<file path="src/rtl/divadj_regs.svh">
// Constants for the divide and decimal adjust unit.
`ifndef DIVADJ_REGS_SVH
`define DIVADJ_REGS_SVH
`define UDIV_CLK_SLOW   6'h23
`define UDIV_CLK_FAST   6'h1f
`define SBDIV_REG_CLK   6'h1d
`define SBDIV_MEM_CLK   6'h23
`define SWDIV_REG_CLK   6'h26
`define SWDIV_MEM_SLOW  6'h30
`define SWDIV_MEM_FAST  6'h2c
`define ADD_ADJ_CLK     6'h03
`define SUB_ADJ_CLK     6'h07
`define EXTRA_NEG_DVD   6'h02
`define EXTRA_NEG_DVS   6'h03
`define PUSH_LAST       3'h5
`define VEC_LAST        3'h3
`define STACK_DROP      16'h0006
`define VEC_BASE        16'h0000
`define BYTE_Q_MAX      16'h007f
`define WORD_Q_MAX      16'h7fff
`define NIB_MASK        8'h0f
`define NIB_LIMIT       8'h09
`define LOW_FIX         8'h06
`define HIGH_FIX        8'h60
`define HIGH_LIMIT      8'h9f
`define DIV_STEPS       5'h10
`endif

</file>
<file path="src/rtl/divadj_pkg.sv">
// Types shared by the divide and decimal adjust unit.
package divadj_pkg;
  typedef enum logic [2:0] {
    unsigned_divide_op,
    signed_byte_divide_op,
    signed_word_divide_op,
    unpacked_add_adjust_op,
    packed_add_adjust_op,
    unpacked_sub_adjust_op
  } op_type;
  typedef enum logic [2:0] {st_idle, st_run, st_push, st_vec, st_fin} st_type;
endpackage

</file>
<file path="src/rtl/div_if.sv">
// Request and answer wires between the unit and its divider.
`timescale 1ns/1ps
interface div_if;
  logic        start;
  logic [31:0] dvd;
  logic [15:0] dvs;
  logic        done;
  logic [15:0] quo;
  logic [15:0] rem;
  logic        ovf;
  modport core (input start, dvd, dvs, output done, quo, rem, ovf);
  modport user (output start, dvd, dvs, input done, quo, rem, ovf);
endinterface

</file>
<file path="src/rtl/divide_and_decimal_adjust_unit.sv">
// Divide and decimal adjust execution unit with divide-error trap.
`timescale 1ns/1ps
`include "divadj_regs.svh"
// What this block does
// - Unsigned word divide: high:accum by operand, quotient accum, remainder high.
// - Unsigned quotient above FFFFH or zero divisor raises the vector-0 trap.
// - Trap pushes status, segment, counter below stack, drops it six, loads vector.
// - Signed byte divide: accum word by 8-bit operand, quotient low, remainder high.
// - Signed byte quotient beyond plus or minus 127, or zero divisor, traps.
// - Signed word divide: high:accum by 16-bit operand into accum and high.
// - Signed word quotient beyond plus or minus 32767, or zero divisor, traps.
// - Signed remainder takes the dividend's sign; quotient truncates toward zero.
// - Fractional quotient bits are dropped, never rounded.
// - Unsigned memory divide takes 35 clocks, or 31 on wide even access.
// - Signed byte register divide takes 29 to 34 clocks by data.
// - Signed byte memory divide takes 35 to 40 clocks by data.
// - Signed word register divide takes 38 to 43 clocks by data.
// - Signed word memory divide takes 48 to 53, or 44 to 49 wide even.
// - Unpacked add adjust adds six, bumps high byte, sets both carries.
// - Unpacked subtract adjust subtracts six, drops high byte, sets both carries.
module divide_and_decimal_adjust_unit
  import divadj_pkg::*;
(
  // Clock and reset.
  input  wire logic        I_CLK_SYS,
  input  wire logic        I_RESET,
  // Instruction request from the sequencer.
  input  wire logic        I_START,
  input  wire op_type      I_OP,
  input  wire logic        I_MEM_OPERAND,
  input  wire logic        I_WIDE_BUS,
  input  wire logic        I_EVEN_ADDR,
  // Register file values at the request.
  input  wire logic [15:0] I_ACCUM_WORD,
  input  wire logic [15:0] I_HIGH_WORD_REG,
  input  wire logic [15:0] I_OPERAND,
  input  wire logic [15:0] I_STATUS_WORD,
  input  wire logic [15:0] I_PROGRAM_SEG,
  input  wire logic [15:0] I_PROGRAM_COUNTER,
  input  wire logic [15:0] I_STACK_PTR,
  input  wire logic        I_AUX_CARRY,
  input  wire logic        I_CARRY,
  // Trap memory port.
  input  wire logic [7:0]  I_MEM_RDATA,
  output logic             O_MEM_WR,
  output logic             O_MEM_RD,
  output logic             O_MEM_STACK,
  output logic [15:0]      O_MEM_ADDR,
  output logic [7:0]       O_MEM_WDATA,
  // Completion and results.
  output logic             O_BUSY,
  output logic             O_DONE,
  output logic             O_TRAP,
  output logic [15:0]      O_ACCUM_WORD,
  output logic [15:0]      O_HIGH_WORD_REG,
  output logic             O_AUX_CARRY,
  output logic             O_CARRY,
  output logic [15:0]      O_STACK_PTR,
  output logic [15:0]      O_PROGRAM_SEG,
  output logic [15:0]      O_PROGRAM_COUNTER,
  output logic             O_CLR_INT_ENABLE,
  output logic             O_CLR_SINGLE_STEP
);
  typedef struct packed {
    st_type      st;
    op_type      op;
    logic [5:0]  cnt;
    logic [7:0]  cyc;
    logic        mem;
    logic        fast;
    logic        neg_dvd;
    logic        neg_q;
    logic        bad;
    logic [2:0]  idx;
    logic        rd_dly;
    logic [1:0]  rd_idx;
    logic        div_start;
    logic [31:0] dvd;
    logic [15:0] dvs;
    logic [15:0] acc;
    logic [15:0] hi;
    logic        aux;
    logic        cy;
    logic [15:0] status_word;
    logic [15:0] seg;
    logic [15:0] pc;
    logic [15:0] sp;
    logic        mem_wr;
    logic        mem_rd;
    logic        mem_stack;
    logic [15:0] mem_addr;
    logic [7:0]  mem_wdata;
    logic        busy;
    logic        done;
    logic        trap;
    logic        clr_ie;
    logic        clr_brk;
  } unit_type;

  unit_type    s_q;
  unit_type    s_d;
  logic [31:0] wide_dvd;
  logic [5:0]  extra;
  logic        nd;
  logic        ns;
  logic [15:0] q_sgn;
  logic [15:0] r_sgn;
  logic [7:0]  adj_low;
  logic [7:0]  adj_high;
  logic        adj_aux;
  logic        adj_carry;

  div_if dv ();

  // Divider; it starts from the registered request one cycle after entry.
  div_core u_div (
    .I_CLK_SYS (I_CLK_SYS),
    .I_RESET   (I_RESET),
    .dv        (dv.core)
  );

  // Decimal adjust works on the live inputs in the request cycle.
  bcd_adjust u_bcd (
    .i_op      (I_OP),
    .i_low     (I_ACCUM_WORD[7:0]),
    .i_high    (I_ACCUM_WORD[15:8]),
    .i_aux     (I_AUX_CARRY),
    .i_carry   (I_CARRY),
    .o_low     (adj_low),
    .o_high    (adj_high),
    .o_aux     (adj_aux),
    .o_carry   (adj_carry)
  );

  assign dv.start = s_q.div_start;
  assign dv.dvd   = s_q.dvd;
  assign dv.dvs   = s_q.dvs;

  // Sign fix-up of the magnitudes from the divider.
  assign q_sgn = s_q.neg_q ? -dv.quo : dv.quo;
  assign r_sgn = s_q.neg_dvd ? -dv.rem : dv.rem;

  // Sequencing of request, wait, result and trap.
  always_comb begin
    s_d           = s_q;
    s_d.done      = 1'b0;
    s_d.trap      = 1'b0;
    s_d.clr_ie    = 1'b0;
    s_d.clr_brk   = 1'b0;
    s_d.mem_wr    = 1'b0;
    s_d.mem_rd    = 1'b0;
    s_d.div_start = 1'b0;
    s_d.rd_dly    = s_q.mem_rd;
    s_d.rd_idx    = s_q.mem_addr[1:0];
    s_d.cyc       = (s_q.cyc == 8'hff) ? s_q.cyc : s_q.cyc + 8'h01;
    wide_dvd      = {I_HIGH_WORD_REG, I_ACCUM_WORD};
    nd            = 1'b0;
    ns            = 1'b0;
    extra         = 6'h00;
    case (s_q.st)
      st_idle: begin
        if (I_START) begin
          s_d.st    = st_run;
          s_d.busy  = 1'b1;
          s_d.cyc   = 8'h00;
          s_d.op    = I_OP;
          s_d.mem   = I_MEM_OPERAND;
          s_d.fast  = I_WIDE_BUS & I_EVEN_ADDR;
          s_d.bad   = 1'b0;
          s_d.acc   = I_ACCUM_WORD;
          s_d.hi    = I_HIGH_WORD_REG;
          s_d.aux   = I_AUX_CARRY;
          s_d.cy    = I_CARRY;
          s_d.status_word   = I_STATUS_WORD;
          s_d.seg   = I_PROGRAM_SEG;
          s_d.pc    = I_PROGRAM_COUNTER;
          s_d.sp    = I_STACK_PTR;
          case (I_OP)
            unsigned_divide_op: begin
              s_d.dvd       = wide_dvd;
              s_d.dvs       = I_OPERAND;
              s_d.neg_dvd   = 1'b0;
              s_d.neg_q     = 1'b0;
              s_d.div_start = 1'b1;
              s_d.cnt       = ((I_WIDE_BUS & I_EVEN_ADDR) ? `UDIV_CLK_FAST
                              : `UDIV_CLK_SLOW) - 6'h01;
            end
            signed_byte_divide_op: begin
              nd            = I_ACCUM_WORD[15];
              ns            = I_OPERAND[7];
              extra         = (nd ? `EXTRA_NEG_DVD : 6'h00)
                              + (ns ? `EXTRA_NEG_DVS : 6'h00);
              s_d.dvd       = {16'h0000,
                               nd ? -I_ACCUM_WORD : I_ACCUM_WORD};
              s_d.dvs       = {8'h00,
                               ns ? -I_OPERAND[7:0] : I_OPERAND[7:0]};
              s_d.neg_dvd   = nd;
              s_d.neg_q     = nd ^ ns;
              s_d.div_start = 1'b1;
              if (I_MEM_OPERAND) begin
                s_d.cnt = `SBDIV_MEM_CLK + extra - 6'h01;
              end else begin
                s_d.cnt = `SBDIV_REG_CLK + extra - 6'h01;
              end
            end
            signed_word_divide_op: begin
              nd            = wide_dvd[31];
              ns            = I_OPERAND[15];
              extra         = (nd ? `EXTRA_NEG_DVD : 6'h00)
                              + (ns ? `EXTRA_NEG_DVS : 6'h00);
              s_d.dvd       = nd ? -wide_dvd : wide_dvd;
              s_d.dvs       = ns ? -I_OPERAND : I_OPERAND;
              s_d.neg_dvd   = nd;
              s_d.neg_q     = nd ^ ns;
              s_d.div_start = 1'b1;
              if (!I_MEM_OPERAND) begin
                s_d.cnt = `SWDIV_REG_CLK + extra - 6'h01;
              end else if (I_WIDE_BUS & I_EVEN_ADDR) begin
                s_d.cnt = `SWDIV_MEM_FAST + extra - 6'h01;
              end else begin
                s_d.cnt = `SWDIV_MEM_SLOW + extra - 6'h01;
              end
            end
            default: begin
              // Adjusts finish with their result captured right here.
              s_d.acc = {adj_high, adj_low};
              s_d.aux = adj_aux;
              s_d.cy  = adj_carry;
              s_d.cnt = ((I_OP == unpacked_sub_adjust_op) ? `SUB_ADJ_CLK
                        : `ADD_ADJ_CLK) - 6'h01;
            end
          endcase
        end
      end
      st_run: begin
        // The divider answers long before the count runs out.
        if (dv.done) begin
          case (s_q.op)
            unsigned_divide_op: begin
              s_d.bad = dv.ovf;
              s_d.acc = dv.quo;
              s_d.hi  = dv.rem;
            end
            signed_byte_divide_op: begin
              s_d.bad = dv.ovf || (dv.quo > `BYTE_Q_MAX);
              s_d.acc = {r_sgn[7:0], q_sgn[7:0]};
            end
            signed_word_divide_op: begin
              s_d.bad = dv.ovf || (dv.quo > `WORD_Q_MAX);
              s_d.acc = q_sgn;
              s_d.hi  = r_sgn;
            end
            default: begin
              s_d.bad = 1'b0;
            end
          endcase
        end
        s_d.cnt = s_q.cnt - 6'h01;
        if (s_q.cnt == 6'h01) begin
          if (s_q.bad) begin
            s_d.st  = st_push;
            s_d.idx = 3'h0;
          end else begin
            s_d.st   = st_idle;
            s_d.busy = 1'b0;
            s_d.done = 1'b1;
          end
        end
      end
      st_push: begin
        // Bytes go high first, walking down from just below the stack.
        s_d.mem_wr    = 1'b1;
        s_d.mem_stack = 1'b1;
        s_d.mem_addr  = s_q.sp - 16'h0001 - {13'h0000, s_q.idx};
        case (s_q.idx)
          3'h0:    s_d.mem_wdata = s_q.status_word[15:8];
          3'h1:    s_d.mem_wdata = s_q.status_word[7:0];
          3'h2:    s_d.mem_wdata = s_q.seg[15:8];
          3'h3:    s_d.mem_wdata = s_q.seg[7:0];
          3'h4:    s_d.mem_wdata = s_q.pc[15:8];
          default: s_d.mem_wdata = s_q.pc[7:0];
        endcase
        s_d.idx = s_q.idx + 3'h1;
        if (s_q.idx == `PUSH_LAST) begin
          s_d.st  = st_vec;
          s_d.idx = 3'h0;
        end
      end
      st_vec: begin
        s_d.mem_rd    = 1'b1;
        s_d.mem_stack = 1'b0;
        s_d.mem_addr  = `VEC_BASE + {13'h0000, s_q.idx};
        s_d.idx       = s_q.idx + 3'h1;
        if (s_q.idx == `VEC_LAST) begin
          s_d.st = st_fin;
        end
      end
      st_fin: begin
        if (s_q.rd_dly && (s_q.rd_idx == 2'h3)) begin
          s_d.st      = st_idle;
          s_d.busy    = 1'b0;
          s_d.done    = 1'b1;
          s_d.trap    = 1'b1;
          s_d.clr_ie  = 1'b1;
          s_d.clr_brk = 1'b1;
          s_d.sp      = s_q.sp - `STACK_DROP;
        end
      end
      default: begin
        s_d.st = st_idle;
      end
    endcase
    // Vector bytes return one cycle after their read strobe; the address
    // has moved on by then, so the delayed copy picks the byte lane.
    if (s_q.rd_dly) begin
      case (s_q.rd_idx)
        2'h0:    s_d.pc[7:0]   = I_MEM_RDATA;
        2'h1:    s_d.pc[15:8]  = I_MEM_RDATA;
        2'h2:    s_d.seg[7:0]  = I_MEM_RDATA;
        default: s_d.seg[15:8] = I_MEM_RDATA;
      endcase
    end
  end

  // State register.
  always_ff @(posedge I_CLK_SYS) begin
    if (I_RESET) begin
      s_q <= '0;
    end else begin
      s_q <= s_d;
    end
  end

  // Outputs come straight from the state register.
  assign O_MEM_WR          = s_q.mem_wr;
  assign O_MEM_RD          = s_q.mem_rd;
  assign O_MEM_STACK       = s_q.mem_stack;
  assign O_MEM_ADDR        = s_q.mem_addr;
  assign O_MEM_WDATA       = s_q.mem_wdata;
  assign O_BUSY            = s_q.busy;
  assign O_DONE            = s_q.done;
  assign O_TRAP            = s_q.trap;
  assign O_ACCUM_WORD      = s_q.acc;
  assign O_HIGH_WORD_REG   = s_q.hi;
  assign O_AUX_CARRY       = s_q.aux;
  assign O_CARRY           = s_q.cy;
  assign O_STACK_PTR       = s_q.sp;
  assign O_PROGRAM_SEG     = s_q.seg;
  assign O_PROGRAM_COUNTER = s_q.pc;
  assign O_CLR_INT_ENABLE  = s_q.clr_ie;
  assign O_CLR_SINGLE_STEP = s_q.clr_brk;

  // Clock counts from request to answer, the first cycle after the request being zero.
  udiv_time_a: assert property (@(posedge I_CLK_SYS) disable iff (I_RESET)
    O_DONE && !O_TRAP && s_q.op == unsigned_divide_op
    |-> s_q.cyc == (s_q.fast ? 8'd30 : 8'd34))
    else $error("unsigned divide time wrong");
  sbyte_reg_time_a: assert property (@(posedge I_CLK_SYS)
    disable iff (I_RESET)
    O_DONE && !O_TRAP && s_q.op == signed_byte_divide_op && !s_q.mem
    |-> s_q.cyc inside {[8'd28:8'd33]})
    else $error("byte register divide time wrong");
  sbyte_mem_time_a: assert property (@(posedge I_CLK_SYS)
    disable iff (I_RESET)
    O_DONE && !O_TRAP && s_q.op == signed_byte_divide_op && s_q.mem
    |-> s_q.cyc inside {[8'd34:8'd39]})
    else $error("byte memory divide time wrong");
  sword_reg_time_a: assert property (@(posedge I_CLK_SYS)
    disable iff (I_RESET)
    O_DONE && !O_TRAP && s_q.op == signed_word_divide_op && !s_q.mem
    |-> s_q.cyc inside {[8'd37:8'd42]})
    else $error("word register divide time wrong");
  sword_mem_time_a: assert property (@(posedge I_CLK_SYS)
    disable iff (I_RESET)
    O_DONE && !O_TRAP && s_q.op == signed_word_divide_op && s_q.mem
    |-> (s_q.fast ? (s_q.cyc inside {[8'd43:8'd48]})
                  : (s_q.cyc inside {[8'd47:8'd52]})))
    else $error("word memory divide time wrong");
  // Trap pushes exactly six bytes, starting just below the stack.
  push_bytes_a: assert property (@(posedge I_CLK_SYS) disable iff (I_RESET)
    $rose(O_MEM_WR) |-> O_MEM_WR[*6]
    ##0 O_MEM_ADDR == O_STACK_PTR - 16'h0006 ##1 !O_MEM_WR)
    else $error("trap push length wrong");
  trap_end_a: assert property (@(posedge I_CLK_SYS) disable iff (I_RESET)
    O_TRAP |-> O_DONE && O_CLR_INT_ENABLE && O_CLR_SINGLE_STEP
    && O_STACK_PTR == $past(O_STACK_PTR) - 16'h0006)
    else $error("trap ending wrong");
  // Quotients never reach the excluded most negative value.
  byte_limit_a: assert property (@(posedge I_CLK_SYS) disable iff (I_RESET)
    O_DONE && !O_TRAP && s_q.op == signed_byte_divide_op
    |-> O_ACCUM_WORD[7:0] != 8'h80)
    else $error("byte quotient out of range");
  word_limit_a: assert property (@(posedge I_CLK_SYS) disable iff (I_RESET)
    O_DONE && !O_TRAP && s_q.op == signed_word_divide_op
    |-> O_ACCUM_WORD != 16'h8000)
    else $error("word quotient out of range");
  rem_sign_a: assert property (@(posedge I_CLK_SYS) disable iff (I_RESET)
    O_DONE && !O_TRAP && s_q.op == signed_word_divide_op
    && O_HIGH_WORD_REG != 16'h0000 |-> O_HIGH_WORD_REG[15] == s_q.neg_dvd)
    else $error("remainder sign wrong");
  nibble_clear_a: assert property (@(posedge I_CLK_SYS)
    disable iff (I_RESET)
    O_DONE && (s_q.op == unpacked_add_adjust_op
    || s_q.op == unpacked_sub_adjust_op) |-> O_ACCUM_WORD[7:4] == 4'h0)
    else $error("upper nibble not cleared");
endmodule

</file>
<file path="src/rtl/div_core.sv">
// Iterative restoring divider, 32 by 16 bits, unsigned magnitudes.
`timescale 1ns/1ps
`include "divadj_regs.svh"
module div_core (
  // Clock and reset.
  input  wire logic I_CLK_SYS,
  input  wire logic I_RESET,
  // Divider request and answer.
  div_if.core       dv
);
  typedef struct packed {
    logic [16:0] rem;
    logic [15:0] quo;
    logic [15:0] dvs;
    logic [4:0]  cnt;
    logic        busy;
    logic        done;
    logic        ovf;
  } core_type;
  core_type    s_q;
  core_type    s_d;
  logic [16:0] shifted;
  logic [16:0] trial;

  // One quotient bit per cycle; the remainder left is the truncated part.
  always_comb begin
    s_d     = s_q;
    s_d.done = 1'b0;
    shifted = {s_q.rem[15:0], s_q.quo[15]};
    trial   = shifted - {1'b0, s_q.dvs};
    if (dv.start) begin
      s_d.rem  = {1'b0, dv.dvd[31:16]};
      s_d.quo  = dv.dvd[15:0];
      s_d.dvs  = dv.dvs;
      s_d.cnt  = `DIV_STEPS;
      s_d.busy = 1'b1;
      s_d.ovf  = (dv.dvd[31:16] >= dv.dvs);
    end else if (s_q.busy) begin
      if (!trial[16]) begin
        s_d.rem = trial;
        s_d.quo = {s_q.quo[14:0], 1'b1};
      end else begin
        s_d.rem = shifted;
        s_d.quo = {s_q.quo[14:0], 1'b0};
      end
      s_d.cnt = s_q.cnt - 5'h01;
      if (s_q.cnt == 5'h01) begin
        s_d.busy = 1'b0;
        s_d.done = 1'b1;
      end
    end
  end

  // State register.
  always_ff @(posedge I_CLK_SYS) begin
    if (I_RESET) begin
      s_q <= '0;
    end else begin
      s_q <= s_d;
    end
  end

  assign dv.done = s_q.done;
  assign dv.quo  = s_q.quo;
  assign dv.rem  = s_q.rem[15:0];
  assign dv.ovf  = s_q.ovf;

  // The answer follows a request after a fixed sixteen steps.
  core_steps_a: assert property (@(posedge I_CLK_SYS) disable iff (I_RESET)
    dv.start |-> ##17 dv.done) else $error("divider answer late");
  // A valid remainder is always smaller than the divisor.
  rem_small_a: assert property (@(posedge I_CLK_SYS) disable iff (I_RESET)
    dv.done && !dv.ovf |-> dv.rem < s_q.dvs)
    else $error("remainder not below divisor");
endmodule

</file>
<file path="src/rtl/bcd_adjust.sv">
// Combinational decimal adjust of the low and high accumulator bytes.
`timescale 1ns/1ps
`include "divadj_regs.svh"
module bcd_adjust
  import divadj_pkg::*;
(
  // Operation and operands.
  input  wire op_type     i_op,
  input  wire logic [7:0] i_low,
  input  wire logic [7:0] i_high,
  input  wire logic       i_aux,
  input  wire logic       i_carry,
  // Adjusted values.
  output logic [7:0]      o_low,
  output logic [7:0]      o_high,
  output logic            o_aux,
  output logic            o_carry
);
  logic low_fix;

  // Values pass through when no correction applies, except that unpacked adjusts clear the low byte's upper nibble.
  always_comb begin
    low_fix = ((i_low & `NIB_MASK) > `NIB_LIMIT) || i_aux;
    o_low   = i_low;
    o_high  = i_high;
    o_aux   = i_aux;
    o_carry = i_carry;
    case (i_op)
      unpacked_add_adjust_op: begin
        if (low_fix) begin
          o_low   = i_low + `LOW_FIX;
          o_high  = i_high + 8'h01;
          o_aux   = 1'b1;
          o_carry = 1'b1;
        end
        o_low = o_low & `NIB_MASK;
      end
      packed_add_adjust_op: begin
        if (low_fix) begin
          o_low   = i_low + `LOW_FIX;
          o_carry = i_carry | i_aux;
          o_aux   = 1'b1;
        end
        // The high test sees the byte after the low correction.
        if ((o_low > `HIGH_LIMIT) || o_carry) begin
          o_low   = o_low + `HIGH_FIX;
          o_carry = 1'b1;
        end
      end
      unpacked_sub_adjust_op: begin
        if (low_fix) begin
          o_low   = i_low - `LOW_FIX;
          o_high  = i_high - 8'h01;
          o_aux   = 1'b1;
          o_carry = 1'b1;
        end
        o_low = o_low & `NIB_MASK;
      end
      default: begin
        o_low = i_low;
      end
    endcase
  end
endmodule

</file>
<file path="config.mk">
export PLATFORM = sky130hd
export DESIGN_NAME = divide_and_decimal_adjust_unit
export DESIGN_NICKNAME = d
export VERILOG_FILES = /design/src/rtl/divadj_pkg.sv /design/src/rtl/div_if.sv /design/src/rtl/divide_and_decimal_adjust_unit.sv /design/src/rtl/div_core.sv /design/src/rtl/bcd_adjust.sv
export VERILOG_INCLUDE_DIRS = /design/src /design/src/rtl
export SDC_FILE = /design/constraint.sdc
export NUM_CORES = 1
export LEC_CHECK = 0
export ABC_AREA = 1
export BUFFER_PORTS_ARGS = -buffer_cell sky130_fd_sc_hd__buf_2
export CAP_MARGIN = 20
export CORE_ASPECT_RATIO = 0.7
export CORE_MARGIN = 5
export CORE_UTILIZATION = 50
export DETAILED_ROUTE_END_ITERATION = 8
export HOLD_SLACK_MARGIN = 0.1
export MAX_ROUTING_LAYER = met4
export PLACE_DENSITY = 0.74
export SYNTH_ARGS = -nofsm -noshare
export SYNTH_HDL_FRONTEND = slang
export SYNTH_SLANG_ARGS = --single-unit
export TNS_END_PERCENT = 10
</file>
<file path="constraint.sdc">
create_clock -name I_CLK_SYS -period 2.15 [get_ports I_CLK_SYS]
set_input_delay 0.1075 -clock I_CLK_SYS [delete_from_list [all_inputs] [get_ports I_CLK_SYS]]
set_output_delay 0.1075 -clock I_CLK_SYS [all_outputs]
set_load 0.05 [all_outputs]
</file>
==> After elaboration in Yosys (flattened, before gate mapping) <==
Index checks and enable logic that the tools add are counted.
{ "totals": {"word_cells": 235, "output_inout_bits": 114, "reg_bits": 266} }
{ "op_classes": {"muxes": 81, "n_addsub": 33, "order_cmp": 5, "eq_ne": 32, "n_reduce_logical": 35, "bitwise": 8} }
{ "ops": {"columns": ["op", "count"], "rows": [
  ["32-bit 2-to-1 mux", 7],
  ["49-bit case mux with 3 select lines", 1],
  ["98-bit 2-to-1 mux", 1],
  ["16-bit 2-to-1 mux", 6],
  ["8-bit 2-to-1 mux", 11],
  ["16-bit negator", 4],
  ["16-bit case mux with 2 select lines", 2],
  ["32-bit case mux with 2 select lines", 1],
  ["16-bit case mux with 3 select lines", 1],
  ["6-bit by 1-bit subtractor with 6-bit output (second input constant)", 7],
  ["8-bit case mux with 5 select lines", 1],
  ["17-bit case mux with 2 select lines", 1],
  ["32-bit negator", 1],
  ["6-bit 2-to-1 mux", 5],
  ["25-bit 2-to-1 mux", 1],
  ["3-bit 2-to-1 mux", 8],
  ["8-bit case mux with 3 select lines", 1],
  ["3-bit by 2-bit == test with 1-bit output (second input constant)", 7],
  ["6-bit by 3-bit adder with 6-bit output (first input constant)", 3],
  ["2-bit 2-to-1 mux", 9],
  ["6-bit case mux with 3 select lines", 1],
  ["17-bit by 16-bit subtractor with 17-bit output", 1],
  ["8-bit by 1-bit adder with 8-bit output (second input constant)", 2],
  ["16-bit >= comparator", 1],
  ["57 further kinds", 111]
]} }

==> Depth between registers and ports, before layout <==
{ "logic_depth": {"depth_word": 13, "depth_mapped": 17, "mapped_depth_nobuf": 17} }

==> Cells and area by module <==
A second synthesis with hierarchy kept.
{ "unflattened": {"cells_unflattened": 2774, "hier_area_um2": 18113.6} }
{ "by_module_without_submodules": {"columns": ["module", "n_inst", "area_each_um2", "cells_each"], "rows": [
  ["divide_and_decimal_adjust_unit", 1, 12917.4, 1995],
  ["div_core", 1, 4364.2, 625],
  ["bcd_adjust", 1, 832.0, 154]
]} }

==> Worst setup path after synthesis <==
No wires, ideal clock.
{ "synth_path": {"path_type": "register -> register", "from": "register u_div.s_q (netlist bit u_div.dv.quo[15])", "to": "register u_div.s_q (netlist bit u_div.dv.rem[3])", "period_less_slack_ns": 2.200, "t_required_ns": 2.018, "path_stages_with_launch": 15, "slack_ns": -0.050, "arrival_ns": 2.068, "n_path_buf": 1, "path_cell_list": "dfxtp_1 > inv_1 > ha_1 > fa_1 > o21ai_4 > nand3_2 > nand2_2 > nand3_2 > nand2_2 > nand2_4 > nand2_4 > buf_6 > nand2_1 > nand3_1 > a21oi_1"} }
{ "synth_via": {"elab_chain_len": 4} }
{ "synth_rtl": {"columns": ["element", "line_no", "text"], "rows": [
  ["start, declared", "div_core.sv:20", "core_type s_q;"],
  ["start signal, assigned", "div_core.sv:57", "s_q <= '0;"],
  ["start signal, assigned", "div_core.sv:59", "s_q <= s_d;"],
  ["17-bit by 16-bit subtractor with 17-bit output", "div_core.sv:30", "trial = shifted - {1'b0, s_q.dvs};"],
  ["32-bit 2-to-1 mux", "div_core.sv:39", "if (!trial[16]) begin"],
  ["32-bit 2-to-1 mux", "div_core.sv:38", "end else if (s_q.busy) begin"],
  ["32-bit 2-to-1 mux", "div_core.sv:31", "if (dv.start) begin"]
]} }
No other way between the ends. The select of a mux whose other input is x is not followed.
A chain may end at the register's enable or synchronous reset.

==> Worst setup path in the final report <==
{ "layout_path": {"from": "register s_q[207] (netlist name)", "to": "register s_q (netlist bit O_AUX_CARRY)"} }
{ "layout_via": {"elab_chain_len": 2} }
{ "layout_rtl": {"columns": ["element", "line_no", "text"], "rows": [
  ["start, declared", "divide_and_decimal_adjust_unit.sv:100", "unit_type s_q;"],
  ["start signal, assigned", "divide_and_decimal_adjust_unit.sv:328", "s_q <= '0;"],
  ["start signal, assigned", "divide_and_decimal_adjust_unit.sv:330", "s_q <= s_d;"],
  ["3-bit zero test", "divide_and_decimal_adjust_unit.sv:160", "case (s_q.st)"],
  ["2-bit AND reduction (no source line)", null, null]
]} }
No other way between the ends.

==> summary.md <==
| Metric | Value |
|---|---|
| Status | `finished with violations` |
| Failing checks | `setup timing` |
| TritonRoute pass-1 iters | `6` |
| Hold Fails Final Rpt | `0` |
| Worst setup SP type | `flop` |
| Post-DR wirelength/cell | `19.08 um` |
| CTS Buffer Depth | `3` |
| CTS clk-pin slew, worst paths | `0.07 ns` |
| Vias in the first global route | `17872` |
| Number of I/O port buffers | `244` |
| Syn Nets | `2814` |
| Root Buffer | `clkbuf_16` |
| Antenna violations before repair | `1` |
| Sequential element share of the synthesized area | `0.2951` |
| Yosys reg bits | `254` |
| Unrepaired setup endpoints after global routing | `true` |
| Final Slew Violations | `0` |
| Fmax | `461.6 MHz` |
| Yosys cell types | `59` |
| Place WS | `-0.02051 ns` |
| Crit path DAT | `2.65 ns` |
| GRT Total Usage | `0.3279` |
| DRT iter0 DRCs | `2611` |
| Largest net degree at the start of global routing | `70` |
| Worst EP required | `2.64 ns` |
| Rows | `56` |
| Pwr dens | `1117 nW/um^2` |
| Class of the worst hold path | `input pin to flop` |
| Critical Path Sink Type | `flop` |
| Yosys top cell by area | `dfxtp_1` |
| Final period util | `1.008` |
| Design area | `21140 um^2` |
| Post-layout min period | `2.167 ns` |
| Io pins | `245` |
| Synth Instances | `2613` |
| CTS Sinks | `254` |
| Area growth from synthesis to layout | `22.70%` |
| Vias | `19530` |
| H-tree levels | `1` |
| Warnings, synthesis | `0` |
| Biggest register | `s_q` |
| Relative slew slack | `0.5656` |
| Vias per cell | `5.756` |
| Final ANT Viol Nets | `0` |
| Critical path, cell by cell | `nor2_1, inv_1, nor2_2, nand2_2, inv_2, buf_4, o21ai_0, a31oi_1, dlygate4sd3_1` |
| Cell Area, Placed | `18540 um^2` |
| Power Total | `0.02362 W` |
| Mean Syn Cell Area | `6.594 um^2` |
| Leakage | `9.855 nW` |
| Most common cell after layout, fill and taps aside | `nand2_1` |
| Maximum single-stage delay on the critical path | `0.61 ns` |
| Core area | `33770 um^2` |
| CTS buffer count | `28` |
| Initial Util | `0.5102` |
| Clock skew | `0.02542 ns` |
| Worst slew pin tran | `0.6506 ns` |
| Detailed placement HPWL | `46810 um` |
| Netlist Area Pre-Place | `17230 um^2` |
| Synth top area share | `0.2951` |
| CTS tree | `done` |
| Largest register FFs | `37` |
| Synth area leaders | `dfxtp_1 (30%), nand2_1 (9.8%), a21oi_1 (8.5%)` |
| Critical path fanouts, max | `7` |
| First-pass GRT wire length | `98740 um` |
| Commonest cells after routing, fill and taps aside | `nand2_1 (446), inv_1 (324), a21oi_1 (289)` |
| Setup TNS | `-0.01651 ns` |
| Clock Latency Late Sink | `0.57 ns` |
| Routability congestion estimate from global placement | `0.9840` |
| Post-Route Utilization | `0.6260` |
| Worst VDD drop | `0.9712 mV` |
| Fin nets | `3106` |
| Full die area | `38330 um^2` |
| Final setup viols | `1` |
| Max Cap Viol | `0` |
| Worst setup margin | `-0.01651 ns` |
| Crit-path slowest cell | `dlygate4sd3_1` |
| WP buf/inv | `4` |
| DRC | `0` |
| CP Class | `flop to flop` |
| Layout cells sized above 1 | `0.1773` |
| Die W | `231.9 um` |
| Final WL | `64740 um` |
| DIE HEIGHT | `165.3 um` |
| Grt ovf | `0` |
| CP top delay family | `buffers and inverters` |
-- worst reg2reg max path: stages, from the launching register on --
cell,delay [ns]
dfxtp_1,0.35
nor2_1,0.14
inv_1,0.08
nor2_2,0.11
nand2_2,0.18
inv_2,0.15
buf_4,0.20
o21ai_0,0.10
a31oi_1,0.18
dlygate4sd3_1,0.61
-- layout make-up --
class	count	area, um^2
flip-flops and latches	254	5089
multi-input cells	1789	9662
inverters	352	1323
repair buffers	480	3412
well taps	464	580.6
clock inverters	11	219.0
clock buffers	41	850.8
diodes	2	5.005
fillers	3186	12630
-- layer usage --
metal / routed length (um) / track usage / part of all wire
met5: 0 / - / 0
met4: 1782 / 0.08186 / 0.028
met1: 28670 / 0.4603 / 0.44
met2: 28110 / 0.4942 / 0.43
met3: 6176 / 0.05743 / 0.095
-- cell families after synthesis --
kind of cell,synth area share
simple gates,0.2424
compound gates,0.2386
buf+inv,0.1533
xor+xnor,0.01881
flops,0.2951
fa+ha+maj,0.05171
-- cell usage after synthesis, drive strengths merged --
cell type,instances
a2111oi,1
a211oi,13
a21boi,2
a21oi,299
a221oi,10
a22oi,24
a31o,3
a31oi,27
a32o,1
a32oi,4
a41oi,1
and3,1
buf,153
clkbuf,67
clkinv,2
dfxtp,254
fa,2
ha,68
inv,350
nand2,462
nand3,205
nand3b,9
nand4,21
nor2,195
nor3,36
nor4,6
o211ai,30
o21a,2
o21ai,293
o221ai,7
o22ai,9
o311ai,2
o31ai,5
o32ai,2
o41ai,1
or2,9
xnor2,13
xor2,24
-- final timing paths --
path / slack (ns) / from / endpoint / cells after the start
worst max-delay path: -0.02 / s_q[207] / O_AUX_CARRY / 9
worst min-delay path: 0.14 / I_ACCUM_WORD[10] / dv.dvd[10] / 4
worst max register to register: -0.02 / s_q[207] / O_AUX_CARRY / 9
worst min register to register: 0.43 / O_MEM_RD / s_q[181] / 2
-- what timing repair did --
item	4_1_cts	5_1_grt
pin swaps	2	30
gates resized for setup	3	38
hold buffers	131	0
setup buffers	1	6
gates cloned	0	2
endpoints found under the hold margin	154	0
setup endpoints to repair	14	45
-- power by group --
part | internal, W | switching, W
clock | 0.00346 | 0.00212
sequential | 0.00562 | 0.000703
combinational | 0.00367 | 0.00804
-- metrics by stage --
stage | hold slack, ns | std cells
3_5_place_dp | 0.3596 | 3200
2_1_floorplan | 0.2018 | 2613
3_3_place_gp | 0.3297 | 3200
4_1_cts | 0.1055 | 3384
5_1_grt | 0.1619 | 3392
6_report | 0.1393 | 3393
Power figures use the tool's default switching activity.
